<file path="src/common/csm_defs.svh">
// Offsets, field positions, reset values and timing counts of the clock
// source manager. Included by the package users; holds definitions only.
`ifndef CSM_DEFS_SVH
`define CSM_DEFS_SVH

// ****************************************************************
// Register offsets
// ****************************************************************
`define CSM_OFF_MCTRL     8'h00
`define CSM_OFF_PRESC     8'h01
`define CSM_OFF_LOCK      8'h02
`define CSM_OFF_STATUS    8'h03
`define CSM_OFF_FASTCTL   8'h10
`define CSM_OFF_FTRIM     8'h11
`define CSM_OFF_TTRIM     8'h12
`define CSM_OFF_SLOWCTL   8'h18
`define CSM_OFF_XTALCTL   8'h1C
`define CSM_OFF_ERR0      8'h20
`define CSM_OFF_ERR3      8'h23

// ****************************************************************
// Field positions
// ****************************************************************
`define CSM_BIT_CLOCK_OUTPUT_ENABLE    7
`define CSM_BIT_PEN       0
`define CSM_BIT_KEEP_RUNNING_BIT  1
`define CSM_BIT_XEN       0
`define CSM_BIT_XSEL      2
`define CSM_BIT_TLOCK     7

// ****************************************************************
// Reset values and source encodings
// ****************************************************************
`define CSM_RST_MCTRL     8'h00
`define CSM_RST_PRESC     8'h11
`define CSM_SRC_FAST      2'h0
`define CSM_SRC_SLOW      2'h1
`define CSM_SRC_XTAL      2'h2
`define CSM_SRC_EXT       2'h3
`define CSM_KEY_WINDOW    3'h4

// ****************************************************************
// Timing
// ****************************************************************
`define CSM_CLK_MHZ       25
`define CSM_FAST_START_NS 3000
`define CSM_SLOW_START_NS 2000
`define CSM_GATE_EDGES    17'h00004
`define CSM_XEXT_EDGES    17'h00002
`define CSM_EXT_EDGES     17'h00002
`define CSM_CSUT0_EDGES   17'h00400
`define CSM_CSUT1_EDGES   17'h04000
`define CSM_CSUT2_EDGES   17'h08000
`define CSM_CSUT3_EDGES   17'h10000
`define CSM_KHZ_DIV       5'h1F

`endif

</file>
<file path="src/common/csm_pkg.sv">
// Types shared by the clock source manager and its bench.
// Assumes csm_defs.svh is included where offsets are needed.
`default_nettype none
package csm_pkg;

  typedef struct packed {
    logic [7:0] addr;
    logic [7:0] wdata;
    logic       wr;
    logic       rd;
  } csm_bus_t;

  typedef struct packed {
    logic ext;
    logic xtal;
    logic slow;
    logic fast;
  } csm_req_t;

  typedef struct packed {
    logic [7:0] hi_hv;
    logic [7:0] hi_lv;
    logic [7:0] lo_hv;
    logic [7:0] lo_lv;
  } csm_err_t;

  typedef enum logic [1:0] {
    CSM_OFF,
    CSM_ANALOG,
    CSM_GATE,
    CSM_READY
  } csm_start_t;

endpackage
`default_nettype wire

</file>
<file path="src/hdl/csm_top.sv">
// Clock source manager: oscillator requests, start-up gating, trims,
// key-protected clock registers and the peripheral clock enable.
// Assumes oscillator edges arrive as one-cycle pulses on clk_i.
//
// Chosen here: strobed register access.
`timescale 1ns/1ps
`default_nettype none
`include "csm_defs.svh"

module csm_top
  import csm_pkg::*;
#(
  parameter int FAST_START_NS = `CSM_FAST_START_NS,
  parameter int SLOW_START_NS = `CSM_SLOW_START_NS
)(
  // Clock and reset
  input  wire logic           clk_i,
  input  wire logic           rst_i,
  // Register port
  input  wire csm_pkg::csm_bus_t bus_i,
  output logic [7:0]          rdata_o,
  // Key written to the protection register
  input  wire logic           io_register_key_i,
  // Peripheral clock requests
  input  wire csm_pkg::csm_req_t req_i,
  // Oscillator edges, one-cycle pulses
  input  wire csm_pkg::csm_req_t edge_i,
  // Fuses and factory row
  input  wire logic           center_freq_fuse_i,
  input  wire logic           trim_lock_fuse_i,
  input  wire logic [5:0]     fuse_freq_trim_i,
  input  wire logic [3:0]     fuse_temp_trim_i,
  input  wire csm_pkg::csm_err_t factory_info_row_i,
  // Oscillator controls and pins
  output csm_pkg::csm_req_t   osc_on_o,
  output csm_pkg::csm_req_t   osc_ready_o,
  output logic                crystal_pin_override_o,
  output logic                crystal_ext_input_o,
  output logic                ext_pin_claim_o,
  output logic                center_20mhz_o,
  output logic [5:0]          freq_trim_field_o,
  output logic [3:0]          temp_slope_trim_field_o,
  // Clock distribution
  output logic [1:0]          main_source_o,
  output logic                per_clk_en_o,
  output logic                clock_output_enable_o,
  output logic                tick_1khz_o
);
  import csm_pkg::*;

  localparam int FAST_CYC = (FAST_START_NS * `CSM_CLK_MHZ + 999) / 1000;
  localparam int SLOW_CYC = (SLOW_START_NS * `CSM_CLK_MHZ + 999) / 1000;

  // Division ratio minus one for each divide code; reserved codes act as 2
  function automatic logic [5:0] div_last(input logic [3:0] code);
    unique case (code)
      4'h0: div_last = 6'h01;
      4'h1: div_last = 6'h03;
      4'h2: div_last = 6'h07;
      4'h3: div_last = 6'h0F;
      4'h4: div_last = 6'h1F;
      4'h5: div_last = 6'h3F;
      4'h8: div_last = 6'h05;
      4'h9: div_last = 6'h09;
      4'hA: div_last = 6'h0B;
      4'hB: div_last = 6'h17;
      4'hC: div_last = 6'h2F;
      default: div_last = 6'h01;
    endcase
  endfunction

  // ****************************************************************
  // Registers
  // ****************************************************************
  logic       clock_output_enable;
  logic [1:0] sel;
  logic [3:0] prescale_divide_field;
  logic       prescale_enable_bit;
  logic       lock_enable_bit;
  logic       fast_stdby;
  logic       slow_stdby;
  logic [5:0] freq_trim;
  logic [3:0] temp_trim;
  logic       xen;
  logic       xsel;
  logic [1:0] crystal_startup_field;
  logic       x_stdby;
  logic [1:0] main_src;
  logic       switching;
  logic       loaded;
  logic       lock_fuse;
  csm_err_t   err_row;
  logic [2:0] key_win;

  // ****************************************************************
  // Key window and write qualification
  // ****************************************************************
  logic wr_ok;
  logic trim_ok;
  logic main_ok;

  assign wr_ok   = bus_i.wr && (key_win != 3'h0);
  assign main_ok = wr_ok && !lock_enable_bit;
  assign trim_ok = wr_ok && !lock_fuse
                && !(lock_enable_bit && main_src == `CSM_SRC_FAST);

  always_ff @(posedge clk_i or posedge rst_i)
  begin
    if (rst_i)
      key_win <= 3'h0;
    else if (io_register_key_i)
      key_win <= `CSM_KEY_WINDOW;
    else if (bus_i.wr || key_win != 3'h0)
      key_win <= (bus_i.wr) ? 3'h0 : key_win - 3'h1;
  end

  // ****************************************************************
  // Main clock and lock registers
  // ****************************************************************
  always_ff @(posedge clk_i or posedge rst_i)
  begin
    if (rst_i)
    begin
      clock_output_enable          <= 1'b0;
      sel             <= `CSM_SRC_FAST;
      prescale_divide_field            <= 4'h8;
      prescale_enable_bit             <= 1'b1;
      lock_enable_bit <= 1'b0;
    end
    else if (main_ok)
    begin
      if (bus_i.addr == `CSM_OFF_MCTRL)
      begin
        clock_output_enable <= bus_i.wdata[`CSM_BIT_CLOCK_OUTPUT_ENABLE];
        sel    <= bus_i.wdata[1:0];
      end
      if (bus_i.addr == `CSM_OFF_PRESC)
      begin
        prescale_divide_field <= bus_i.wdata[4:1];
        prescale_enable_bit  <= bus_i.wdata[`CSM_BIT_PEN];
      end
      if (bus_i.addr == `CSM_OFF_LOCK)
        lock_enable_bit <= bus_i.wdata[0];
    end
  end

  // ****************************************************************
  // Oscillator control registers
  // ****************************************************************
  always_ff @(posedge clk_i or posedge rst_i)
  begin
    if (rst_i)
    begin
      fast_stdby            <= 1'b0;
      slow_stdby            <= 1'b0;
      xen                   <= 1'b0;
      xsel                  <= 1'b0;
      x_stdby               <= 1'b0;
      crystal_startup_field <= 2'h0;
    end
    else if (wr_ok)
    begin
      if (bus_i.addr == `CSM_OFF_FASTCTL)
        fast_stdby <= bus_i.wdata[`CSM_BIT_KEEP_RUNNING_BIT];
      if (bus_i.addr == `CSM_OFF_SLOWCTL)
        slow_stdby <= bus_i.wdata[`CSM_BIT_KEEP_RUNNING_BIT];
      if (bus_i.addr == `CSM_OFF_XTALCTL)
      begin
        xen                   <= bus_i.wdata[`CSM_BIT_XEN];
        x_stdby               <= bus_i.wdata[`CSM_BIT_KEEP_RUNNING_BIT];
        xsel                  <= bus_i.wdata[`CSM_BIT_XSEL];
        crystal_startup_field <= bus_i.wdata[5:4];
      end
    end
  end

  // ****************************************************************
  // Trims and fuse capture
  // ****************************************************************
  // Fuses are caught on the first edge after release, never under reset
  always_ff @(posedge clk_i or posedge rst_i)
  begin
    if (rst_i)
    begin
      loaded         <= 1'b0;
      lock_fuse      <= 1'b1;
      freq_trim      <= 6'h00;
      temp_trim      <= 4'h0;
      err_row        <= '0;
      center_20mhz_o <= 1'b0;
    end
    else if (!loaded)
    begin
      loaded         <= 1'b1;
      lock_fuse      <= trim_lock_fuse_i;
      freq_trim      <= fuse_freq_trim_i;
      temp_trim      <= fuse_temp_trim_i;
      err_row        <= factory_info_row_i;
      center_20mhz_o <= center_freq_fuse_i;
    end
    else if (trim_ok)
    begin
      if (bus_i.addr == `CSM_OFF_FTRIM)
        freq_trim <= bus_i.wdata[5:0];
      if (bus_i.addr == `CSM_OFF_TTRIM)
        temp_trim <= bus_i.wdata[3:0];
    end
  end

  // ****************************************************************
  // Start-up sequencing, one lane per source
  // ****************************************************************
  csm_req_t   run;
  csm_req_t   want;
  csm_start_t st [4];
  logic [16:0] cnt [4];
  logic [16:0] analog [4];
  logic [16:0] edges [4];
  csm_req_t   rdy;

  always_comb
  begin
    want.fast = req_i.fast || sel == `CSM_SRC_FAST
             || main_src == `CSM_SRC_FAST;
    want.slow = req_i.slow || sel == `CSM_SRC_SLOW
             || main_src == `CSM_SRC_SLOW;
    want.xtal = req_i.xtal || sel == `CSM_SRC_XTAL
             || main_src == `CSM_SRC_XTAL;
    want.ext  = req_i.ext || sel == `CSM_SRC_EXT
             || main_src == `CSM_SRC_EXT;
    run.fast  = want.fast || fast_stdby;
    run.slow  = want.slow || slow_stdby;
    run.xtal  = xen && (want.xtal || x_stdby);
    run.ext   = want.ext;
    analog[0] = 17'(FAST_CYC);
    analog[1] = 17'(SLOW_CYC);
    analog[2] = 17'h00000;
    analog[3] = 17'h00000;
    edges[0]  = `CSM_GATE_EDGES;
    edges[1]  = `CSM_GATE_EDGES;
    edges[3]  = `CSM_EXT_EDGES;
    if (xsel)
      edges[2] = `CSM_XEXT_EDGES;
    else
      unique case (crystal_startup_field)
        2'h0: edges[2] = `CSM_CSUT0_EDGES;
        2'h1: edges[2] = `CSM_CSUT1_EDGES;
        2'h2: edges[2] = `CSM_CSUT2_EDGES;
        2'h3: edges[2] = `CSM_CSUT3_EDGES;
      endcase
    rdy = {st[3] == CSM_READY, st[2] == CSM_READY,
           st[1] == CSM_READY, st[0] == CSM_READY};
  end

  always_ff @(posedge clk_i or posedge rst_i)
  begin
    if (rst_i)
    begin
      for (int i = 0; i < 4; i++)
      begin
        st[i]  <= CSM_OFF;
        cnt[i] <= 17'h00000;
      end
    end
    else
    begin
      for (int i = 0; i < 4; i++)
      begin
        if (!run[i])
        begin
          st[i]  <= CSM_OFF;
          cnt[i] <= 17'h00000;
        end
        else
          unique case (st[i])
            CSM_OFF:
            begin
              st[i]  <= (analog[i] != 17'h0) ? CSM_ANALOG : CSM_GATE;
              cnt[i] <= (analog[i] != 17'h0) ? analog[i] : edges[i];
            end
            CSM_ANALOG:
              if (cnt[i] == 17'h00001)
              begin
                st[i]  <= CSM_GATE;
                cnt[i] <= edges[i];
              end
              else
                cnt[i] <= cnt[i] - 17'h00001;
            CSM_GATE:
              if (edge_i[i])
              begin
                cnt[i] <= cnt[i] - 17'h00001;
                if (cnt[i] == 17'h00001)
                  st[i] <= CSM_READY;
              end
            CSM_READY:
              st[i] <= CSM_READY;
          endcase
      end
    end
  end

  // ****************************************************************
  // Source switching
  // ****************************************************************
  always_ff @(posedge clk_i or posedge rst_i)
  begin
    if (rst_i)
    begin
      main_src  <= `CSM_SRC_FAST;
      switching <= 1'b0;
    end
    else if (sel != main_src)
    begin
      switching <= !rdy[sel];
      if (rdy[sel])
        main_src <= sel;
    end
    else
      switching <= 1'b0;
  end

  // ****************************************************************
  // Prescaler and 1 kHz tick
  // ****************************************************************
  logic [5:0] div_cnt;
  logic [4:0] khz_cnt;

  always_ff @(posedge clk_i or posedge rst_i)
  begin
    if (rst_i)
    begin
      div_cnt      <= 6'h00;
      per_clk_en_o <= 1'b0;
    end
    else if (!prescale_enable_bit)
    begin
      div_cnt      <= 6'h00;
      per_clk_en_o <= 1'b1;
    end
    else
    begin
      per_clk_en_o <= (div_cnt >= div_last(prescale_divide_field));
      div_cnt      <= (div_cnt >= div_last(prescale_divide_field)) ? 6'h00 : div_cnt + 6'h01;
    end
  end

  // Divides the 32 kHz edges by 32; only counts once the output is open
  always_ff @(posedge clk_i or posedge rst_i)
  begin
    if (rst_i)
    begin
      khz_cnt     <= 5'h00;
      tick_1khz_o <= 1'b0;
    end
    else
    begin
      tick_1khz_o <= rdy.slow && edge_i.slow && khz_cnt == `CSM_KHZ_DIV;
      if (rdy.slow && edge_i.slow)
        khz_cnt <= khz_cnt + 5'h01;
    end
  end

  // ****************************************************************
  // Registered outputs and read port
  // ****************************************************************
  logic [7:0] status;
  assign status = {rdy.ext && want.ext, rdy.xtal && want.xtal,
                   rdy.slow && want.slow, rdy.fast && want.fast,
                   3'h0, switching};

  always_ff @(posedge clk_i or posedge rst_i)
  begin
    if (rst_i)
    begin
      osc_on_o                <= '0;
      osc_ready_o             <= '0;
      crystal_pin_override_o  <= 1'b0;
      crystal_ext_input_o     <= 1'b0;
      ext_pin_claim_o         <= 1'b0;
      freq_trim_field_o       <= 6'h00;
      temp_slope_trim_field_o <= 4'h0;
      main_source_o           <= `CSM_SRC_FAST;
      clock_output_enable_o   <= 1'b0;
    end
    else
    begin
      osc_on_o                <= run;
      osc_ready_o             <= rdy & want;
      crystal_pin_override_o  <= xen;
      crystal_ext_input_o     <= xsel;
      ext_pin_claim_o         <= run.ext;
      freq_trim_field_o       <= freq_trim;
      temp_slope_trim_field_o <= temp_trim;
      main_source_o           <= main_src;
      clock_output_enable_o   <= clock_output_enable;
    end
  end

  always_ff @(posedge clk_i or posedge rst_i)
  begin
    if (rst_i)
      rdata_o <= 8'h00;
    else if (bus_i.rd)
      unique case (bus_i.addr)
        `CSM_OFF_MCTRL:   rdata_o <= {clock_output_enable, 5'h00, sel};
        `CSM_OFF_PRESC:   rdata_o <= {3'h0, prescale_divide_field, prescale_enable_bit};
        `CSM_OFF_LOCK:    rdata_o <= {7'h00, lock_enable_bit};
        `CSM_OFF_STATUS:  rdata_o <= status;
        `CSM_OFF_FASTCTL: rdata_o <= {6'h00, fast_stdby, 1'b0};
        `CSM_OFF_FTRIM:   rdata_o <= {2'h0, freq_trim};
        `CSM_OFF_TTRIM:   rdata_o <= {lock_fuse, 3'h0, temp_trim};
        `CSM_OFF_SLOWCTL: rdata_o <= {6'h00, slow_stdby, 1'b0};
        `CSM_OFF_XTALCTL: rdata_o <= {2'h0, crystal_startup_field, 1'b0,
                                      xsel, x_stdby, xen};
        8'h20:            rdata_o <= err_row.lo_lv;
        8'h21:            rdata_o <= err_row.lo_hv;
        8'h22:            rdata_o <= err_row.hi_lv;
        `CSM_OFF_ERR3:    rdata_o <= err_row.hi_hv;
        default:          rdata_o <= 8'h00;
      endcase
    else
      rdata_o <= 8'h00;
  end
endmodule
`default_nettype wire

</file>
<file path="config.mk">
export PLATFORM = sky130hd
export DESIGN_NAME = csm_top
export DESIGN_NICKNAME = d
export VERILOG_FILES = /design/src/common/csm_pkg.sv /design/src/hdl/csm_top.sv
export VERILOG_INCLUDE_DIRS = /design/src /design/src/common
export SDC_FILE = /design/constraint.sdc
export NUM_CORES = 1
export LEC_CHECK = 0
export BUFFER_PORTS_ARGS = -buffer_cell sky130_fd_sc_hd__buf_2
export CELL_PAD_IN_SITES_DETAIL_PLACEMENT = 0
export CELL_PAD_IN_SITES_GLOBAL_PLACEMENT = 1
export CORE_ASPECT_RATIO = 1.25
export CORE_MARGIN = 3
export CORE_UTILIZATION = 48
export CTS_BUF_LIST = sky130_fd_sc_hd__clkbuf_4 sky130_fd_sc_hd__clkbuf_8
export CTS_CLUSTER_DIAMETER = 120
export DETAILED_ROUTE_END_ITERATION = 16
export PLACE_DENSITY_LB_ADDON = 0.2
export SLEW_MARGIN = 20
export SYNTH_ARGS = -nofsm -noshare
export SYNTH_HDL_FRONTEND = slang
export SYNTH_SLANG_ARGS = --single-unit
</file>
<file path="constraint.sdc">
create_clock -name clk_i -period 7.35 [get_ports clk_i]
set_input_delay 1.1025 -clock clk_i [delete_from_list [all_inputs] [get_ports clk_i]]
set_output_delay 1.1025 -clock clk_i [all_outputs]
set_load 0.01 [all_outputs]
</file>
# Word-level counts from Yosys, hierarchy flattened

Memory sizes are Yosys's and may differ from the RTL's.
Index checks and enable logic that the tools add are counted.

Word-level logic and storage cells: 233
Register bits after elaboration: 187
Input bits: 73
Memory bits (read-only): 160
Memories kept: 2

Memory list:

| memory          | words | bits a word | rd ports | clocked after Yosys merged registers in | write ports | RTL line      | RTL |
|---|---|---|---|---|---|---|---|
| (no name shown) | 16    | 5           | 1        | 0                                       | 0           | csm_top.sv:56 | `unique case (code)` |
| (no name shown) | 16    | 5           | 1        | 0                                       | 0           | csm_top.sv:56 |  |

Multiplexer cells: 57
Bitwise operators: 1
Reductions and logical operators: 55
Add/subtract/negate cells: 7
Order comparisons: 3
Equality and inequality tests: 58

Operators by type and width:

| operator                                               | count |
|---|---|
| 2-to-1 mux 17 bit                                      | 13 |
| one-hot mux 17 bit (3 select lines)                    | 4 |
| one-hot mux 8 bit (13 select lines)                    | 1 |
| equality test 17 x 1 -> 1 bit (second input constant)  | 4 |
| one-hot mux 17 bit (4 select lines)                    | 1 |
| subtractor 17 x 1 -> 17 bit (second input constant)    | 4 |
| 2-to-1 mux 6 bit                                       | 7 |
| equality test 8 x 5 -> 1 bit (second input constant)   | 5 |
| inequality test 3 bit (second input constant)          | 12 |
| equality test 8 x 6 -> 1 bit (second input constant)   | 4 |
| 2-to-1 mux 2 bit                                       | 16 |
| one-hot mux 2 bit (4 select lines)                     | 4 |
| equality test 2 bit (second input constant)            | 14 |
| AND reduction 2 bit                                    | 13 |
| equality test 8 x 2 -> 1 bit (second input constant)   | 2 |
| inequality test 4 x 1 -> 1 bit (second input constant) | 4 |
| equality test 2 x 1 -> 1 bit (second input constant)   | 7 |
| logical NOT 2 bit                                      | 7 |
| >= comparator 6 bit                                    | 2 |
| logical AND 1 bit                                      | 12 |
| logical OR 1 bit                                       | 12 |
| 2-to-1 mux 4 bit                                       | 3 |
| AND reduction 3 bit                                    | 4 |
| 2-to-1 mux 3 bit                                       | 3 |
| 16 further kinds                                       | 23 |

# Logic depth before layout (Yosys ltp)

Word-level depth: 7
Gate-level depth with buffers: 12

# Least setup slack after synthesis

No wires, ideal clock.

Kind: input to register
Start point: input port bus_i[10] (netlist bit)
End point: register rdata_o[0]
Library setup time: 0.126 ns
Arrival: 2.658 ns
Slack: 4.566 ns
Required time: 7.224 ns
Stages on the path: 6
Cell sequence: clkbuf_1 -> clkbuf_1 -> mux4_2 -> mux2_2 -> a221oi_1 -> nor2_1

Cells in the longest elaborated chain, start to end: 3
Elaborated cells on any way between the ends: 15
Those cells by class: eq/ne (12); mux (2); reduce/logical (1)

RTL lines:

| what                                                 | RTL line       | RTL |
|---|---|---|
| from (decl)                                          | csm_top.sv:20  | `input wire csm_pkg::csm_bus_t bus_i,` |
| equality test 8 x 6 -> 1 bit (tied with other cells) | csm_top.sv:405 | `unique case (bus_i.addr)` |
| one-hot mux 8 bit (13 select lines) (*)              | csm_top.sv:405 |  |
| 2-to-1 mux 8 bit (*)                                 | csm_top.sv:404 | `else if (bus_i.rd)` |
| to (signal assigned)                                 | csm_top.sv:406 | `` `CSM_OFF_MCTRL: rdata_o <= {clock_output_enable, 5'h00, sel}; `` |
| to (signal assigned)                                 | csm_top.sv:407 | `` `CSM_OFF_PRESC: rdata_o <= {3'h0, prescale_divide_field, prescale_enable_bit}; `` |
| to (signal assigned)                                 | csm_top.sv:408 | `` `CSM_OFF_LOCK: rdata_o <= {7'h00, lock_enable_bit}; `` |
| to (decl)                                            | csm_top.sv:21  | `output logic [7:0] rdata_o,` |

Every way passes the cells marked *; elsewhere a longest branch is shown, timed or not.
A chain may end at the register's enable or synchronous reset.

# Worst setup path in the final report

Start point: input port bus_i[15] (netlist bit)
End point: register freq_trim[4]

Cells in the longest elaborated chain, start to end: 3

RTL lines:

| what                                            | RTL line       | RTL |
|---|---|---|
| equality test 8 x 5 -> 1 bit                    | n/a            |  |
| inequality test 2 x 1 -> 1 bit (no source line) | n/a            |  |
| AND reduction 2 bit (no source line)            | n/a            |  |
| to (signal assigned)                            | csm_top.sv:196 | `freq_trim <= fuse_freq_trim_i;` |
| to (signal assigned)                            | csm_top.sv:204 | `freq_trim <= bus_i.wdata[5:0];` |
| to (decl)                                       | csm_top.sv:82  | `logic [5:0] freq_trim;` |

No other way between the ends.

==> results.json <==
{
  "cp_top_family": "simple AND/OR/NAND/NOR gates",
  "root_buffer": "clkbuf_8",
  "cp_cell_sequence": "buf_2 > nor4b_2 > nand2_1 > nor3_1 > nand2_1 > mux2i_1 > a21oi_1",
  "crit_arrival_ns": 3.12,
  "drive_above_1_share_pct": 23.0,
  "routed_wirelength_um": 20900,
  "min_period_over_period_pct": 38.2,
  "cap_violations": 0,
  "p_leak_uw": 0.00493,
  "yosysWarningCount": 0,
  "avgViaCountPerCell": 5.45,
  "grt_max_degree": 111,
  "async_reset_ff_share_pct": 100,
  "htree_levels": 4,
  "synth_nets": 989,
  "start_util_pct": 49.7,
  "slew_violations": 0,
  "cts_made_buffers": 17,
  "fp.coreArea_sq_um": 19100,
  "hold_viol": 0,
  "drt_iter0_markers": 380,
  "mostFrequentLayoutCell": "dfrtp_1",
  "holdBufCountCts": 0,
  "setup_viol": 0,
  "rsz0062_at_grt": "false",
  "ys_seq_area_share_pct": 49.4,
  "gp_congestion": 0.879,
  "fin_nets": 1093,
  "num-fill-cells": 1771,
  "tightestPinTransition_ns": 1.05,
  "synthCells": 877,
  "ir_drop_v": 0.000127,
  "grt_pass1_wl_um": 35200,
  "hold_class": "reg -> reg",
  "ys.flop_type": "dfrtp_1",
  "intPower_uw": 1860,
  "slew_headroom_pct": 30.3,
  "status": "complete, no violations",
  "fmax_ghz": 0.356,
  "avgSynthCellArea_sq_um": 10.8,
  "cts_num_sinks": 187,
  "regArea_sq_um": 4680,
  "p_per_area_nw_per_um2": 275,
  "combPwrFrac_pct": 32.2,
  "track_usage_pct": 20.1,
  "area_growth_pct": 12.6,
  "crit_buf_inv": 1,
  "final_cell_mix": "dfrtp_1 (183), nor2_1 (126), buf_2 (106)",
  "antenna_found_initial": 0,
  "pin_count": 108,
  "fin_total_pwr_uw": 2930,
  "vias": 6843,
  "clk_path_buf_depth": 2,
  "die_w_um": 132,
  "multi_input_area_sq_um": 4540,
  "p_sw_share_pct": 36.5,
  "n_antenna_cell": 0,
  "cts_setup_buffers": 0,
  "setup_tns_ns": 0,
  "pwr-share-seq_pct": 44.1,
  "dpl.hpwl_um": 15100,
  "switchingPower_uw": 1070,
  "die_h_um": 163,
  "worstPathRequired_ns": 7.66,
  "synth_area_sq_um": 9470,
  "grt_overflow": 0,
  "yosysUniqueCellTypes": 83,
  "clock_power_share_pct": 23.8,
  "slowest_stage": "nor4b_2",
  "path_class": "in -> reg",
  "avgRoutedWirePerCell_um": 16.7,
  "ys_ff_latch": 187,
  "port_buffers": 106,
  "drt_first_pass_iters": 5,
  "setup_ws_ns": 4.54,
  "first_global_vias": 6798,
  "postRouteAntennaNets": 0,
  "clkSlewWorstSetupHoldPaths_ns": 0.11,
  "synth_edf_count": 0,
  "path_max_fanout": 14,
  "startpoint_type": "input pin",
  "dpl_worst_slack_ns": 4.05,
  "die_area_sq_um": 21500,
  "clock_skew_ns": 0.0179,
  "endpoint_kind": "register",
  "cpMostUsedCell": "nand2_1",
  "slowest_delay_ns": 0.51,
  "clock_latency_ns": 0.47,
  "cts_resized": 0,
  "num_rows": 56,
  "layout_min_cycle_time_ns": 2.81,
  "cts_tree": "built",
  "drc": 0
}
==> power by group through the flow <==
stage,clock [uW],sequential [uW],combinational (uW)
2_1_floorplan,0,1280,764
3_3_place_gp,0,1310,939
3_5_place_dp,0,1310,946
4_1_cts,722,1290,954
5_1_grt,761,1320,1070
6_report,697,1290,943
==> cell usage after synthesis, drive strengths merged (6+ instances only) <==
master,n,share of area (%)
a21oi,43,2.3
a22oi,8,0.63
buf,6,0.44
clkbuf,18,0.71
dfrtp,184,49
ha,39,5.2
inv,39,1.5
mux2,58,6.9
mux2i,15,1.6
mux4,7,1.7
nand2,44,1.7
nand3,16,0.85
nand4,8,0.53
nor2,127,5.1
nor2b,13,0.86
nor3,23,1.3
nor4,20,1.9
o21ai,32,1.7
or3,8,0.58
or4,9,0.75
xnor2,41,3.8
xor2,14,1.3
==> final timing paths <==
kind	startpoint	cells after the start	slack [ns]	endpoint
max	bus_i[15]	7	4.54	freq_trim[4]
max in group asynchronous	rst_i	3	5.13	err_row[10]
max reg2reg	cnt[36]	6	4.70	cnt[40]
min	temp_trim[3]	0	0.42	temp_slope_trim_field_o[3]
min reg2reg	temp_trim[3]	0	0.42	temp_slope_trim_field_o[3]
min in group asynchronous	rst_i	2	0.74	cnt[46]
==> routing by layer <==
metal  vias to the layer above  part of all wire, %  wire length, um  global-route usage [%]
met1                      3330                   45             9320                    27.0
met4                         0                  1.3              274                    5.44
met3                        18                  4.2              877                    3.57
li1                       3357                    -                -                       -
met5                         -                    0                0                       0
met2                       138                   50            10400                    34.1
==> stage by stage <==
stage	hold slack (ns)	instances	utilization (%)	cell area, sq um
global route	0.423	1255	56.0	10700
finish	0.416	1255	56.0	10700
CTS	0.418	1255	56.0	10700
global placement	0.386	1223	53.8	10300
floorplan	0.370	877	-	9470
detailed placement	0.393	1223	53.8	10300
==> kinds of logic (layout without fill, tap and decap cells) <==
family	count (synthesis)	after routing	synth area share, %
AND/OR/NAND/NOR	301	301	16.4
flip-flops	187	187	49.4
AO/OA/AOI/OAI	151	151	11.1
multiplexers	80	80	10.1
buffers and inverters	63	180	2.69
XOR/XNOR	55	55	5.08
adder cells (fa/ha/maj)	39	39	5.15
other	1	1	0.0396
==> sequential cells by signal (all words and copies together), names as in the netlist, 3 cells and up <==
signal	count
khz_cnt	5
st	8
prescale_divide_field	4
err_row	32
rdata_o	8
key_win	3
freq_trim_field_o	6
temp_trim	4
osc_on_o	3
temp_slope_trim_field_o	4
freq_trim	6
osc_ready_o	4
div_cnt	6
cnt	68
==> cell type report <==
type,instances,area share [%]
clock inverters,15,1.67
multi-input cells,627,42.5
flip-flops and latches,187,43.9
repair buffers,109,5.19
well taps,261,3.06
clock buffers,17,2.19
inverters,39,1.44
Note: power is estimated with default switching activity, not from simulation.
